==> src/ldr_pkg.sv <==
package ldr_pkg;

  // ----------------------------------------------------------------
  // Register offsets
  // ----------------------------------------------------------------
  localparam logic [7:0] ADDR_PWM_LEVEL = 8'h00;
  localparam logic [7:0] ADDR_DC_LEVEL = 8'h07;
  localparam logic [7:0] ADDR_CONFIG = 8'h08;
  localparam logic [7:0] ADDR_CHANNEL = 8'h09;

  // ----------------------------------------------------------------
  // Reset values
  // ----------------------------------------------------------------
  localparam logic [7:0] RST_PWM_LEVEL = 8'hff;
  localparam logic [7:0] RST_DC_LEVEL = 8'hff;
  localparam logic [2:0] RST_CONFIG = 3'h7;
  localparam logic [5:0] RST_CHANNEL = 6'h3f;

  // ----------------------------------------------------------------
  // Field positions
  // ----------------------------------------------------------------
  localparam int CFG_SHORT_LO = 0;
  localparam int CFG_SHORT_HI = 1;
  localparam int CFG_FREQ_BIT = 2;
  localparam int CFG_WIDTH = 3;
  localparam int NUM_CH = 6;

  // ----------------------------------------------------------------
  // Timing and arithmetic
  // ----------------------------------------------------------------
  // Counter runs 0..254, so level 255 is always on
  localparam logic [7:0] PWM_LAST = 8'hfe;
  localparam logic [7:0] LEVEL_FULL = 8'hff;
  localparam int DIV_BITS = 16;
  localparam logic [15:0] PWM_DIV_DEFAULT = 16'h0001;
  // Duty window of 2**(MEAS_SHIFT+8) clocks
  localparam int MEAS_SHIFT = 8;
  localparam int MEAS_BITS = MEAS_SHIFT + 8;
  localparam logic [15:0] DUTY_ROUND = 16'h00ff;

  // ----------------------------------------------------------------
  // Carriers
  // ----------------------------------------------------------------
  typedef struct packed {
    logic wr;
    logic rd;
    logic [7:0] addr;
    logic [7:0] wdata;
  } ldr_req_t;

  typedef struct packed {
    logic valid;
    logic [7:0] data;
  } ldr_rsp_t;

  typedef struct packed {
    logic short_en;
    logic short_high;
    logic freq_high;
  } ldr_analog_t;

  typedef struct packed {
    logic [7:0] cnt;
    logic out;
  } ldr_gen_t;

  typedef struct packed {
    logic [7:0] pwm_level;
    logic [7:0] dc_level;
    logic [CFG_WIDTH-1:0] cfg;
    logic [NUM_CH-1:0] ch_en;
    ldr_rsp_t rsp;
    ldr_analog_t analog;
    logic ext_s1;
    logic ext_s2;
    logic [NUM_CH-1:0] flt_s1;
    logic [NUM_CH-1:0] flt_s2;
    logic [MEAS_BITS-1:0] meas_cnt;
    logic [MEAS_BITS:0] hi_cnt;
    logic [7:0] ext_duty;
    logic [7:0] eff_level;
    logic [DIV_BITS-1:0] div_cnt;
    logic tick;
  } ldr_state_t;

endpackage : ldr_pkg

==> src/ldr_bank.sv <==
// Function
// - An 8-bit PWM level picks one of 256 duty-cycle steps for the LEDs.
// - Level zero gives the minimum output with the LEDs held off.
// - Levels 1 to 255 give duty n/255 in absolute mode, linear, about 0.39% per step.
// - A write to the PWM level register lands only in bus dimming mode.
// - Reading the PWM level register returns the programmed value always.
// - Level all ones drives the enabled outputs at full duty in absolute bus mode.
// - The PWM level register resets to all ones.
// - A separate 8-bit DC level register sets the channel current step.
// - Config decodes short threshold (0x off, 10 low, 11 high) and freq bit.
// - Channel bits enable on write and read back healthy-and-enabled.
// - Source select 1 uses external PWM; else interp picks absolute/scaled.
module ldr_bank #(
  parameter logic [15:0] PWM_DIV = ldr_pkg::PWM_DIV_DEFAULT
) (
  // Clock, reset, enable
  input wire logic CLK,
  input wire logic RESET,
  input wire logic CE,
  // Byte register access
  input wire ldr_pkg::ldr_req_t BUS_REQ,
  output ldr_pkg::ldr_rsp_t BUS_RSP,
  // Dimming mode controls
  input wire logic DIM_SRC_SEL,
  input wire logic DIM_INTERP_SEL,
  // Pins from outside
  input wire logic EXT_PWM_INPUT,
  input wire logic [5:0] CH_FAULT,
  // Outputs to the LED stage
  output logic [5:0] LED_PWM,
  output logic [7:0] DC_LEVEL,
  output ldr_pkg::ldr_analog_t ANALOG_CFG
);

  // ----------------------------------------------------------------
  // State
  // ----------------------------------------------------------------
  localparam ldr_pkg::ldr_state_t RST_STATE = '{
    pwm_level: ldr_pkg::RST_PWM_LEVEL,
    dc_level: ldr_pkg::RST_DC_LEVEL,
    cfg: ldr_pkg::RST_CONFIG,
    ch_en: ldr_pkg::RST_CHANNEL,
    eff_level: ldr_pkg::RST_PWM_LEVEL,
    analog: '{short_en: 1'b1, short_high: 1'b1, freq_high: 1'b1},
    default: '0
  };

  ldr_pkg::ldr_state_t s_q;
  ldr_pkg::ldr_state_t s_d;
  logic [15:0] prod;
  logic [ldr_pkg::MEAS_BITS:0] hi_next;
  logic [ldr_pkg::MEAS_BITS:0] duty_raw;

  // ----------------------------------------------------------------
  // Next state
  // ----------------------------------------------------------------
  always_comb begin
    s_d = s_q;
    prod = 16'h0000;
    hi_next = '0;
    duty_raw = '0;

    // Two-flop synchronisers for pins
    s_d.ext_s1 = EXT_PWM_INPUT;
    s_d.ext_s2 = s_q.ext_s1;
    s_d.flt_s1 = CH_FAULT;
    s_d.flt_s2 = s_q.flt_s1;

    // Writes; unmapped offsets are ignored
    if (BUS_REQ.wr) begin
      unique case (BUS_REQ.addr)
        ldr_pkg::ADDR_PWM_LEVEL: begin
          // Both bus modes accept, external mode drops it
          if (!DIM_SRC_SEL) begin
            s_d.pwm_level = BUS_REQ.wdata;
          end
        end
        ldr_pkg::ADDR_DC_LEVEL: begin
          s_d.dc_level = BUS_REQ.wdata;
        end
        ldr_pkg::ADDR_CONFIG: begin
          s_d.cfg = BUS_REQ.wdata[ldr_pkg::CFG_WIDTH-1:0];
        end
        ldr_pkg::ADDR_CHANNEL: begin
          s_d.ch_en = BUS_REQ.wdata[ldr_pkg::NUM_CH-1:0];
        end
        default: begin
        end
      endcase
    end

    // Reads answer one cycle later; reserved bits and holes read zero
    s_d.rsp.valid = BUS_REQ.rd;
    if (BUS_REQ.rd) begin
      unique case (BUS_REQ.addr)
        ldr_pkg::ADDR_PWM_LEVEL: begin
          s_d.rsp.data = s_q.pwm_level;
        end
        ldr_pkg::ADDR_DC_LEVEL: begin
          s_d.rsp.data = s_q.dc_level;
        end
        ldr_pkg::ADDR_CONFIG: begin
          s_d.rsp.data = {5'h00, s_q.cfg};
        end
        ldr_pkg::ADDR_CHANNEL: begin
          s_d.rsp.data = {2'h0, s_q.ch_en & ~s_q.flt_s2};
        end
        default: begin
          s_d.rsp.data = 8'h00;
        end
      endcase
    end

    // Analog decode of the config field
    s_d.analog.short_en = s_q.cfg[ldr_pkg::CFG_SHORT_HI];
    s_d.analog.short_high = s_q.cfg[ldr_pkg::CFG_SHORT_HI] &
                            s_q.cfg[ldr_pkg::CFG_SHORT_LO];
    s_d.analog.freq_high = s_q.cfg[ldr_pkg::CFG_FREQ_BIT];

    // External duty measured over a fixed window; slow inputs alias
    hi_next = s_q.hi_cnt + {{ldr_pkg::MEAS_BITS{1'b0}}, s_q.ext_s2};
    s_d.meas_cnt = s_q.meas_cnt + 1'b1;
    s_d.hi_cnt = hi_next;
    if (&s_q.meas_cnt) begin
      duty_raw = hi_next >> ldr_pkg::MEAS_SHIFT;
      if (duty_raw[ldr_pkg::MEAS_BITS:8] != '0) begin
        s_d.ext_duty = ldr_pkg::LEVEL_FULL;
      end else begin
        s_d.ext_duty = duty_raw[7:0];
      end
      s_d.hi_cnt = '0;
    end

    // Effective level per dimming mode; rounding keeps 255*255 at 255
    prod = (s_q.pwm_level * s_q.ext_duty) + ldr_pkg::DUTY_ROUND;
    if (DIM_SRC_SEL) begin
      s_d.eff_level = s_q.ext_duty;
    end else if (DIM_INTERP_SEL) begin
      s_d.eff_level = s_q.pwm_level;
    end else begin
      s_d.eff_level = prod[15:8];
    end

    // Dimming clock prescaler
    s_d.tick = 1'b0;
    if (s_q.div_cnt >= PWM_DIV - 16'h0001) begin
      s_d.div_cnt = '0;
      s_d.tick = 1'b1;
    end else begin
      s_d.div_cnt = s_q.div_cnt + 1'b1;
    end
  end

  always_ff @(posedge CLK) begin
    if (RESET) begin
      s_q <= RST_STATE;
    end else if (CE) begin
      s_q <= s_d;
    end
  end

  // ----------------------------------------------------------------
  // Channel modulators
  // ----------------------------------------------------------------
  genvar ch;
  generate
    for (ch = 0; ch < ldr_pkg::NUM_CH; ch++) begin : g_ch
      ldr_pwm_gen u_gen (
        .clk(CLK),
        .reset(RESET),
        .ce(CE),
        .tick(s_q.tick),
        .level(s_q.eff_level),
        .enable(s_q.ch_en[ch]),
        .pwm_out(LED_PWM[ch])
      );
    end
  endgenerate

  assign BUS_RSP = s_q.rsp;
  assign DC_LEVEL = s_q.dc_level;
  assign ANALOG_CFG = s_q.analog;

endmodule : ldr_bank

==> src/ldr_pwm_gen.sv <==
module ldr_pwm_gen (
  // Clock and control
  input wire logic clk,
  input wire logic reset,
  input wire logic ce,
  input wire logic tick,
  // Duty setting
  input wire logic [7:0] level,
  input wire logic enable,
  // Output
  output logic pwm_out
);

  ldr_pkg::ldr_gen_t s_q;
  ldr_pkg::ldr_gen_t s_d;

  always_comb begin
    s_d = s_q;
    if (tick) begin
      if (s_q.cnt == ldr_pkg::PWM_LAST) begin
        s_d.cnt = 8'h00;
      end else begin
        s_d.cnt = s_q.cnt + 8'h01;
      end
      // Level 0 never high, 255 always high, n gives n/255
      s_d.out = enable && (s_q.cnt < level);
    end
  end

  always_ff @(posedge clk) begin
    if (reset) begin
      s_q <= '0;
    end else if (ce) begin
      s_q <= s_d;
    end
  end

  assign pwm_out = s_q.out;

endmodule : ldr_pwm_gen

==> config.mk <==
export PLATFORM = sky130hd
export DESIGN_NAME = ldr_bank
export DESIGN_NICKNAME = d
export VERILOG_FILES = /design/src/ldr_pkg.sv /design/src/ldr_bank.sv /design/src/ldr_pwm_gen.sv
export SDC_FILE = /design/constraint.sdc
export NUM_CORES = 1
export LEC_CHECK = 0
export BUFFER_PORTS_ARGS = -buffer_cell sky130_fd_sc_hd__buf_4
export CAP_MARGIN = 20
export CORE_UTILIZATION = 39
export DETAILED_ROUTE_END_ITERATION = 7
export GPL_ROUTABILITY_DRIVEN = 0
export PLACE_DENSITY = 0.57
export SYNTH_ARGS = -nofsm -noshare
export SYNTH_HDL_FRONTEND = slang
export SYNTH_HIERARCHICAL = 1
export SYNTH_SLANG_ARGS = --single-unit
==> constraint.sdc <==
create_clock -name CLK -period 5.8 [get_ports CLK]
set_input_delay 1.74 -clock CLK [delete_from_list [all_inputs] [get_ports CLK]]
set_output_delay 1.74 -clock CLK [all_outputs]
set_load 0.01 [all_outputs]
== Yosys cells after proc, flatten, opt, wreduce, memory -nomap -nowiden ==
Index checks and enable logic that the tools add are counted.

* Register bits after elaboration: 171
* Input bits: 30

* Magnitude comparators: 7
* Reduce and logical (&&, ||, !) cells: 15
* Add/subtract/negate cells: 10
* Eq/ne operators: 9
* $mul: 1
* Muxes and demuxes: 13
* Bitwise logic cells: 4

{| class="wikitable"
|+ Operators by type and width
! kind !! count
|-
| 8-bit 2-to-1 mux || 9
|-
| 8-bit by 1-bit adder with 8-bit output, second input constant || 6
|-
| 8-bit == test, second input constant || 6
|-
| 8-bit less-than comparator || 6
|-
| 16-bit by 1-bit adder with 16-bit output, second input constant || 2
|-
| 8-bit case mux with 4 select lines || 1
|-
| 25-bit 2-to-1 mux || 1
|-
| 17-bit by 1-bit adder with 17-bit output || 1
|-
| 17-bit AND reduction || 1
|-
| 16-bit by 8-bit adder with 16-bit output, second input constant || 1
|-
| 8-bit by 4-bit == test with 1-bit output, second input constant || 2
|-
| 16-bit by 1-bit greater-or-equal comparator with 1-bit output, second input constant || 1
|-
| 8-bit by 8-bit multiplier with 16-bit output || 1
|-
| 16-bit 2-to-1 mux || 1
|-
| 16-bit AND reduction || 1
|-
| 3-bit AND reduction || 3
|-
| 8-bit by 3-bit == test with 1-bit output, second input constant || 1
|-
| 8-bit logical NOT || 1
|-
| 6-bit AND || 1
|-
| 1-bit logical AND || 6
|-
| 6-bit NOT || 1
|-
| 2-bit AND reduction || 2
|-
| 4-bit AND reduction || 1
|-
| 1-bit AND || 1
|-
| other kinds (2) || 2
|}

== Logic depth before layout (Yosys ltp) ==
Gate-level depths: netlist (run 1).

* Word-level depth: 4
* Gate-level depth with buffers: 16
* Depth with buffers taken out: 15

== Hierarchy ==
Netlist (run 1), hierarchy kept.

{| class="wikitable"
|+ Modules (own cells, without submodules)
! module !! instances !! area each (um^2) !! cells an instance
|-
| ldr_bank || 1 || 6854.1 || 794
|-
| ldr_pwm_gen || 6 || 613.1 || 72
|}

== Least setup slack after synthesis (run 1) ==
OpenSTA, ideal clock, no wires.

* Path type: flip-flop to flip-flop
* Start point: register s_q[31] (netlist name)
* End point: register s_q[21] (netlist name)
* Data arrival time: 4.217 ns
* Required time: 5.694 ns
* Slack: 1.477 ns
* Cell stages (with the launch flop): 16
* Cell sequence: dfxtp_1 > clkbuf_1 > and2_1 > fa_1 > fa_1 > fa_1 > inv_1 > fa_1 > inv_1 > ha_1 > a21oi_1 > nor2_1 > a211oi_1 > o31ai_4 > xnor2_1 > o311ai_0

==> impl_metrics.tcl, run 1 <==
set metrics [dict create \
    fp.coreArea_um2 26280 \
    critPathCaptureType "flip-flop" \
    hold_viol 0 \
    fin_ws_ps 1157 \
    synthMuxAreaShare_pct 4.193 \
    synth_edf_count 0 \
    clk_latency_ps 430 \
    cp_num_buf_inv 2 \
    cp-endpoint "s_q[21]" \
    status "complete, but fails checks" \
    worstHoldStart "s_q[33]" \
    r2r_slack_ps 1160 \
    postCtsSetupBuffers 0 \
    place_area_um2 11010 \
    fp-row-count 59 \
    final_util_pct 44.16 \
    ys_warn_count 6 \
    mostFrequentLayoutCell "dfxtp_1" \
    cts_buffers 17 \
    syn_avg_cell_area_um2 8.591 \
    synth_compound_area_share_pct 12.58 \
    layout_common_cells "155 x dfxtp_1, 140 x nand2_1, 112 x inv_1" \
    synthArstFlopShare_pct 0 \
    grt_antenna_before_repair 0 \
    grt_max_degree 72 \
    crit_slowest_cell "dfxtp_1" \
    holdWs_ps 470.5 \
    timing.rr.end "s_q[21]" \
    rsz0062_at_grt "no" \
    ys_seq_area_share_pct 29.46 \
    diodes 0 \
    cts_buffer_depth 2 \
    synthFlopType "dfxtp_1" \
    worstMarginPinSlew_ps 945.3 \
    syn_nets 1386 \
    finClkSkew_ps 7.408 \
    startpoint_type "flip-flop" \
    layout-drive-gt1-share_pct 8.974 \
    layout_min_cycle_time_ps 4643 \
    first_pass_iters 7 \
    critPathLaunch "s_q[112]" \
    hp-class "reg2reg" \
    yosys.area_share.adder_pct 18.37 \
    via_count 8407 \
    cts_resized 0 \
    fin_area_um2 11600 \
    grt_pass1_vias 8091 \
    synthXorXnorAreaFrac_pct 4.835 \
    synth_area_um2 10530 \
    clock_tree.root_cell "clkbuf_16" \
    cp.required_ps 6110 \
    worst-path-stages 14 \
    wl_um 25800 \
    crit_top_cell "fa_1" \
    synth.distinct_cells 62 \
    reg2reg_from "s_q[112]" \
    die_w_um 166.3 \
    vdd_drop_max_mv 0.1636 \
    violations "DRC" \
    p_leak_nw 5.069 \
    area_growth_pct 10.18 \
    cellPowerDensity_nw_per_um2 212.2 \
    die_h_um 166.3 \
    grt_pass1_wl_um 42640 \
    viasPerCell 5.311 \
    cts_num_sinks 155 \
    cts_hold_buf 0 \
    dp_hpwl_um 19200 \
    layout.nets 1396 \
    ios 56 \
    synth_seq_cells 155 \
    path_clk_slew_ps 70 \
    slowest_delay_ps 560 \
    totalNegativeSetupSlack_ps 0 \
    cts_max_level 4 \
    overflow 0 \
    start_util_pct 40.08 \
    die_area_um2 27670 \
    syn_inst 1226 \
    worst_r2r_path_depth 14 \
    maxSlewHeadroom_pct 36.74 \
    finalSetupViolations 0 \
    cp_data_arrival_time_ps 4960 \
    critPathTopFamily "adder cells" \
    drc 1 \
    synthSimpleGateAreaFrac_pct 22.81 \
    synth_top_family_by_area "simple AND/OR/NAND/NOR gates" \
    drv_cap 0 \
    grtUsageTotal_pct 19.13 \
    drt-initial-drc-count 508 \
    fmax_mhz 215.4 \
    detail-route-antenna-nets 0 \
    dpl_worst_slack_ps 1212 \
    worst-setup-path-type "reg2reg" \
    cp_max_fo 11 \
    min_period_over_period_pct 80.05 \
    slew_violations 0 \
    cts_tree "done" \
    routedWlPerCell_um 16.30 \
    portBuffers 55 \
    path_cells "and2_1 > fa_1 > fa_1 > fa_1 > inv_1 > fa_1 > inv_1 > ha_1 > a21oi_1 > nor2_1 > a211oi_1 > o31ai_4 > xnor2_1 > o311ai_0" \
]
-- worst min-delay path, delay by kind of cell (launching register included) --
family / cells / cell delay [ps]
compound gates: 1 / 50
simple gates: 1 / 60
flops: 1 / 310
-- cell families after synthesis --
logic type,count (synthesis)
adders and majority gates,130
buffers and inverters,183
AOI/OAI and AO/OA,201
muxes,44
and+or+nand+nor,457
xor gates and xnor gates,56
DFF,155
-- per-layer routing --
| metal | part of all wire, % | up-vias | track usage [%] |
|---|---|---|---|
| met5 | 0 | - | 0 |
| met4 | 1.3 | 0 | 4.952 |
| met1 | 49 | 4000 | 26.59 |
| met2 | 45 | 164 | 30.29 |
| met3 | 4.0 | 27 | 3.670 |
| li1 | - | 4216 | - |
-- layout make-up --
type / count / area (um2)
fill: 2575 / 14680
multi-input combinational: 888 / 6613
sequential: 155 / 3103
clock buffer: 19 / 452.9
timing repair buffer: 60 / 450.4
inverter: 114 / 427.9
tap: 335 / 419.2
clock inverter: 12 / 138.9
-- where the power goes --
| group | switching (mW) | internal (mW) | total, mW | leakage [nW] |
|---|---|---|---|---|
| combinational | 0.112 | 0.0800 | 0.192 | 3.53 |
| sequential | 0.0471 | 1.09 | 1.14 | 1.26 |
| clock | 0.472 | 0.659 | 1.13 | 0.284 |
-- cells in the mapped netlist (all sizes together), types with 36 or more instances --
master | number | area (um2)
o21ai | 38 | 193.9
a21oi | 58 | 290.3
inv | 112 | 420.4
nand4 | 39 | 334.1
nand2 | 140 | 525.5
ha | 89 | 1114
fa | 41 | 820.8
mux2i | 43 | 430.4
and2 | 42 | 262.8
dfxtp | 155 | 3103
buf | 36 | 265.3
xor2 | 40 | 369.1
nor2 | 110 | 417.9
-- registers in the layout, indices dropped and copies added (netlist names) --
register            count
DC_LEVEL                8
g_ch.u_gen/s_q         48
s_d                     9
s_q                    72
g_ch.u_gen/pwm_out      6
ANALOG_CFG              3
BUS_RSP                 9
-- through the flow --
step	instances	total power, mW
finish	1583	2.463
global route	1583	2.564
floorplan	1226	1.279
global placement	1552	1.353
detailed placement	1552	1.356
CTS	1583	2.489
-- how the worst min path moves through the flow --
stage,endpoint,slack [ps],cells after the start
floorplan,BUS_RSP[4],430,2
global placement,s_q[33],450,2
detailed placement,s_q[33],460,2
CTS,s_q[33],470,2
global route,s_q[33],510,2
finish,s_q[33],470,2
Note: power is estimated with default switching activity, not from simulation.
==> inputs of run 2 (changes only) <==
--- a/config.mk
+++ b/config.mk
@@ -5,6 +5,7 @@
 export SDC_FILE = /design/constraint.sdc
 export NUM_CORES = 1
 export LEC_CHECK = 0
+export ABC_AREA = 1
 export BUFFER_PORTS_ARGS = -buffer_cell sky130_fd_sc_hd__buf_4
 export CAP_MARGIN = 20
 export CORE_UTILIZATION = 39
==> constraint.sdc (replaced) <==
create_clock -name CLK -period 4.6 [get_ports CLK]
set_input_delay 1.38 -clock CLK [delete_from_list [all_inputs] [get_ports CLK]]
set_output_delay 1.38 -clock CLK [all_outputs]
set_load 0.01 [all_outputs]
==> run 2 against run 1 <==
Net effect:
- the flow now finishes without violations
- cell count is 23% higher
- worst hold slack got worse by 12 ps
- global-route usage rose by 0.73 points
- via count up 11%
- die area up 2.6%
- wire length is 5.1% higher
- non-clock buffer count up 11
- power rose by 26%
- core utilization up 0.47 points
- sequential cell count unchanged
- final area is 4.2% higher
- critical endpoint is now s_q[18]
==> impl_metrics.tcl, run 2 <==
set metrics [dict create \
    worst-setup-path-type "reg2reg" \
    cp.required_ps 4970 \
    drt-initial-drc-count 576 \
    start_util_pct 39.88 \
    netlist_top_cells_count "386 x nand2_1, 261 x inv_1, 155 x dfxtp_1" \
    vdd_drop_max_mv 0.1987 \
    viasPerCell 4.797 \
    p_leak_nw 6.443 \
    cts_buffer_depth 2 \
    drc 0 \
    total_power_mw 3.103 \
    detail-route-antenna-nets 0 \
    cts_buffers 17 \
    ios 56 \
    totalNegativeSetupSlack_ps 0 \
    die_area_um2 28380 \
    layout-drive-gt1-share_pct 11.39 \
    fp.coreArea_um2 27100 \
    critPathCaptureType "flip-flop" \
    hold_viol 0 \
    holdWs_ps 458.1 \
    die_h_um 168.5 \
    cts_max_level 4 \
    rsz0062_at_grt "no" \
    instances_no_fill 1943 \
    area_growth_pct 11.91 \
    synth_most_common_cell "nand2_1" \
    layout_min_cycle_time_ps 4295 \
    overflow 0 \
    via_count 9320 \
    grtUsageTotal_pct 19.86 \
    synth.area.top_cells "dfxtp_1 29%, nand2_1 13%, ha_1 10%, inv_1 9.1%, fa_1 7.6%" \
    grt_pass1_wl_um 44710 \
    hp-class "reg2reg" \
    layout.nets 1718 \
    multi_input_area_um2 6356 \
    startpoint_type "flip-flop" \
    synth.distinct_cells 44 \
    top_regs "s_q x72, g_ch.u_gen/s_q x48" \
    status "finished, final reports clean" \
    slew_violations 0 \
    place_inst 1911 \
    clock_tree.root_cell "clkbuf_16" \
    cellPowerDensity_nw_per_um2 256.6 \
    ys_warn_count 6 \
    syn_avg_cell_area_um2 7.068 \
    diodes 0 \
    seq_area_um2 3112 \
    layout_common_cells "386 x nand2_1, 260 x inv_1, 148 x dfxtp_1" \
    synth_edf_count 0 \
    postCtsSetupBuffers 0 \
    synthFlopType "dfxtp_1" \
    ys_seq_area_share_pct 28.71 \
    cts_resized 0 \
    routedWlPerCell_um 13.96 \
    die_w_um 168.5 \
    cts_tree "done" \
    first_pass_iters 5 \
    syn_inst 1529 \
    fillers 2722 \
    finalSetupViolations 0 \
    drv_cap 0 \
    fmax_mhz 232.8 \
    cp_data_arrival_time_ps 4670 \
    cts_hold_buf 0 \
    path_clk_slew_ps 70 \
    grt_pass1_vias 8774 \
    synth_area_um2 10810 \
    grt_max_degree 44 \
    synth_area_leader_cell "dfxtp_1" \
    synth_seq_cells 155 \
    maxSlewHeadroom_pct 44.50 \
    dp_hpwl_um 20270 \
    clk_latency_ps 440 \
    fp-row-count 60 \
    wl_um 27120 \
    grt_antenna_before_repair 0 \
    largest_reg_flops 72 \
    largest-register "s_q" \
    worstMarginPinSlew_ps 825.4 \
    portBuffers 55 \
    mostFrequentLayoutCell "nand2_1" \
    cp_max_fo 10 \
    cts_num_sinks 155 \
    finClkSkew_ps 15.59 \
    syn_nets 1689 \
    synth_top_area_share_pct 28.71 \
    synthArstFlopShare_pct 0 \
    min_period_over_period_pct 93.37 \
]
## run 2: cell count changes after synthesis, moves of 13 or more
cell and change:
a21oi_1 +38, and2_1 -41, inv_1 +149, mux2i_1 -43, nand2_1 +246, nand2_2 +21, nand2b_1 -13, nand3_1 +43
nand3b_1 -13, nand4_1 -25, nor2_1 +32, nor3_1 +14, xor2_1 -29
## run 2: through the flow
step / cell area [um2] / util (%) / setup slack (ps)
after CTS: 12090 / 44.59 / 240.2
after global routing: 12090 / 44.63 / 6.421
after global placement: 11480 / 42.36 / 317.7
after floorplan: 10810 / - / 539.7
after detailed placement: 11480 / 42.36 / 280.0
final: 12090 / 44.63 / 305.2
## run 2: power by group
part           internal, mW  leakage [nW]  total, mW  switching, mW
logic                0.0779          4.89      0.222          0.144
registers              1.37          1.26       1.41         0.0408
clock network         0.823         0.293       1.47          0.647
## run 2: path summary, 6_finish.rpt
check	start	to	slack, ps	depth (start not counted)
max	s_q[27]	s_q[18]	310	18
min	s_q[59]	s_q[59]	460	2
max reg2reg	s_q[27]	s_q[18]	310	18
min reg2reg	s_q[59]	s_q[59]	460	2
## run 2: layout make-up
type                            instances  area share [%]
Clock buffer                           18           3.549
Inverter                              272           8.452
Clock inverter                         14           1.459
Tap cell                              372           3.849
Sequential cell                       155           25.73
Timing Repair Buffer                   71           4.407
Multi-Input combinational cell       1041           52.56
## run 2: kinds of logic after synthesis
logic type | share of synthesized area (%)
AND/OR/NAND/NOR | 28.13
AO/OA/AOI/OAI | 10.66
buffers and inverters | 12.47
adder cells (fa/ha/maj) | 17.90
XOR/XNOR | 2.119
flip-flops | 28.71
## run 2: layer usage
layer,vias up,part of all wire [%],routed length (um),track usage [%]
met5,-,0,0,0
met4,0,1.7,463,5.613
met3,36,4.3,1165,3.647
met2,168,46,12470,32.65
met1,4295,48,13030,26.57
li1,4821,-,-,-
## run 2: worst max-delay path, cell delays in order (launching register included)
cell	delay, ps
dfxtp_1	550
nand2_1	140
fa_1	550
inv_1	50
fa_1	460
fa_1	500
inv_1	60
fa_1	540
inv_1	40
ha_1	330
nand2_1	100
inv_1	70
a21oi_1	190
nand2_1	90
nand2_1	60
nand2_1	40
o21ai_0	290
nand2_1	110
nand2_1	70
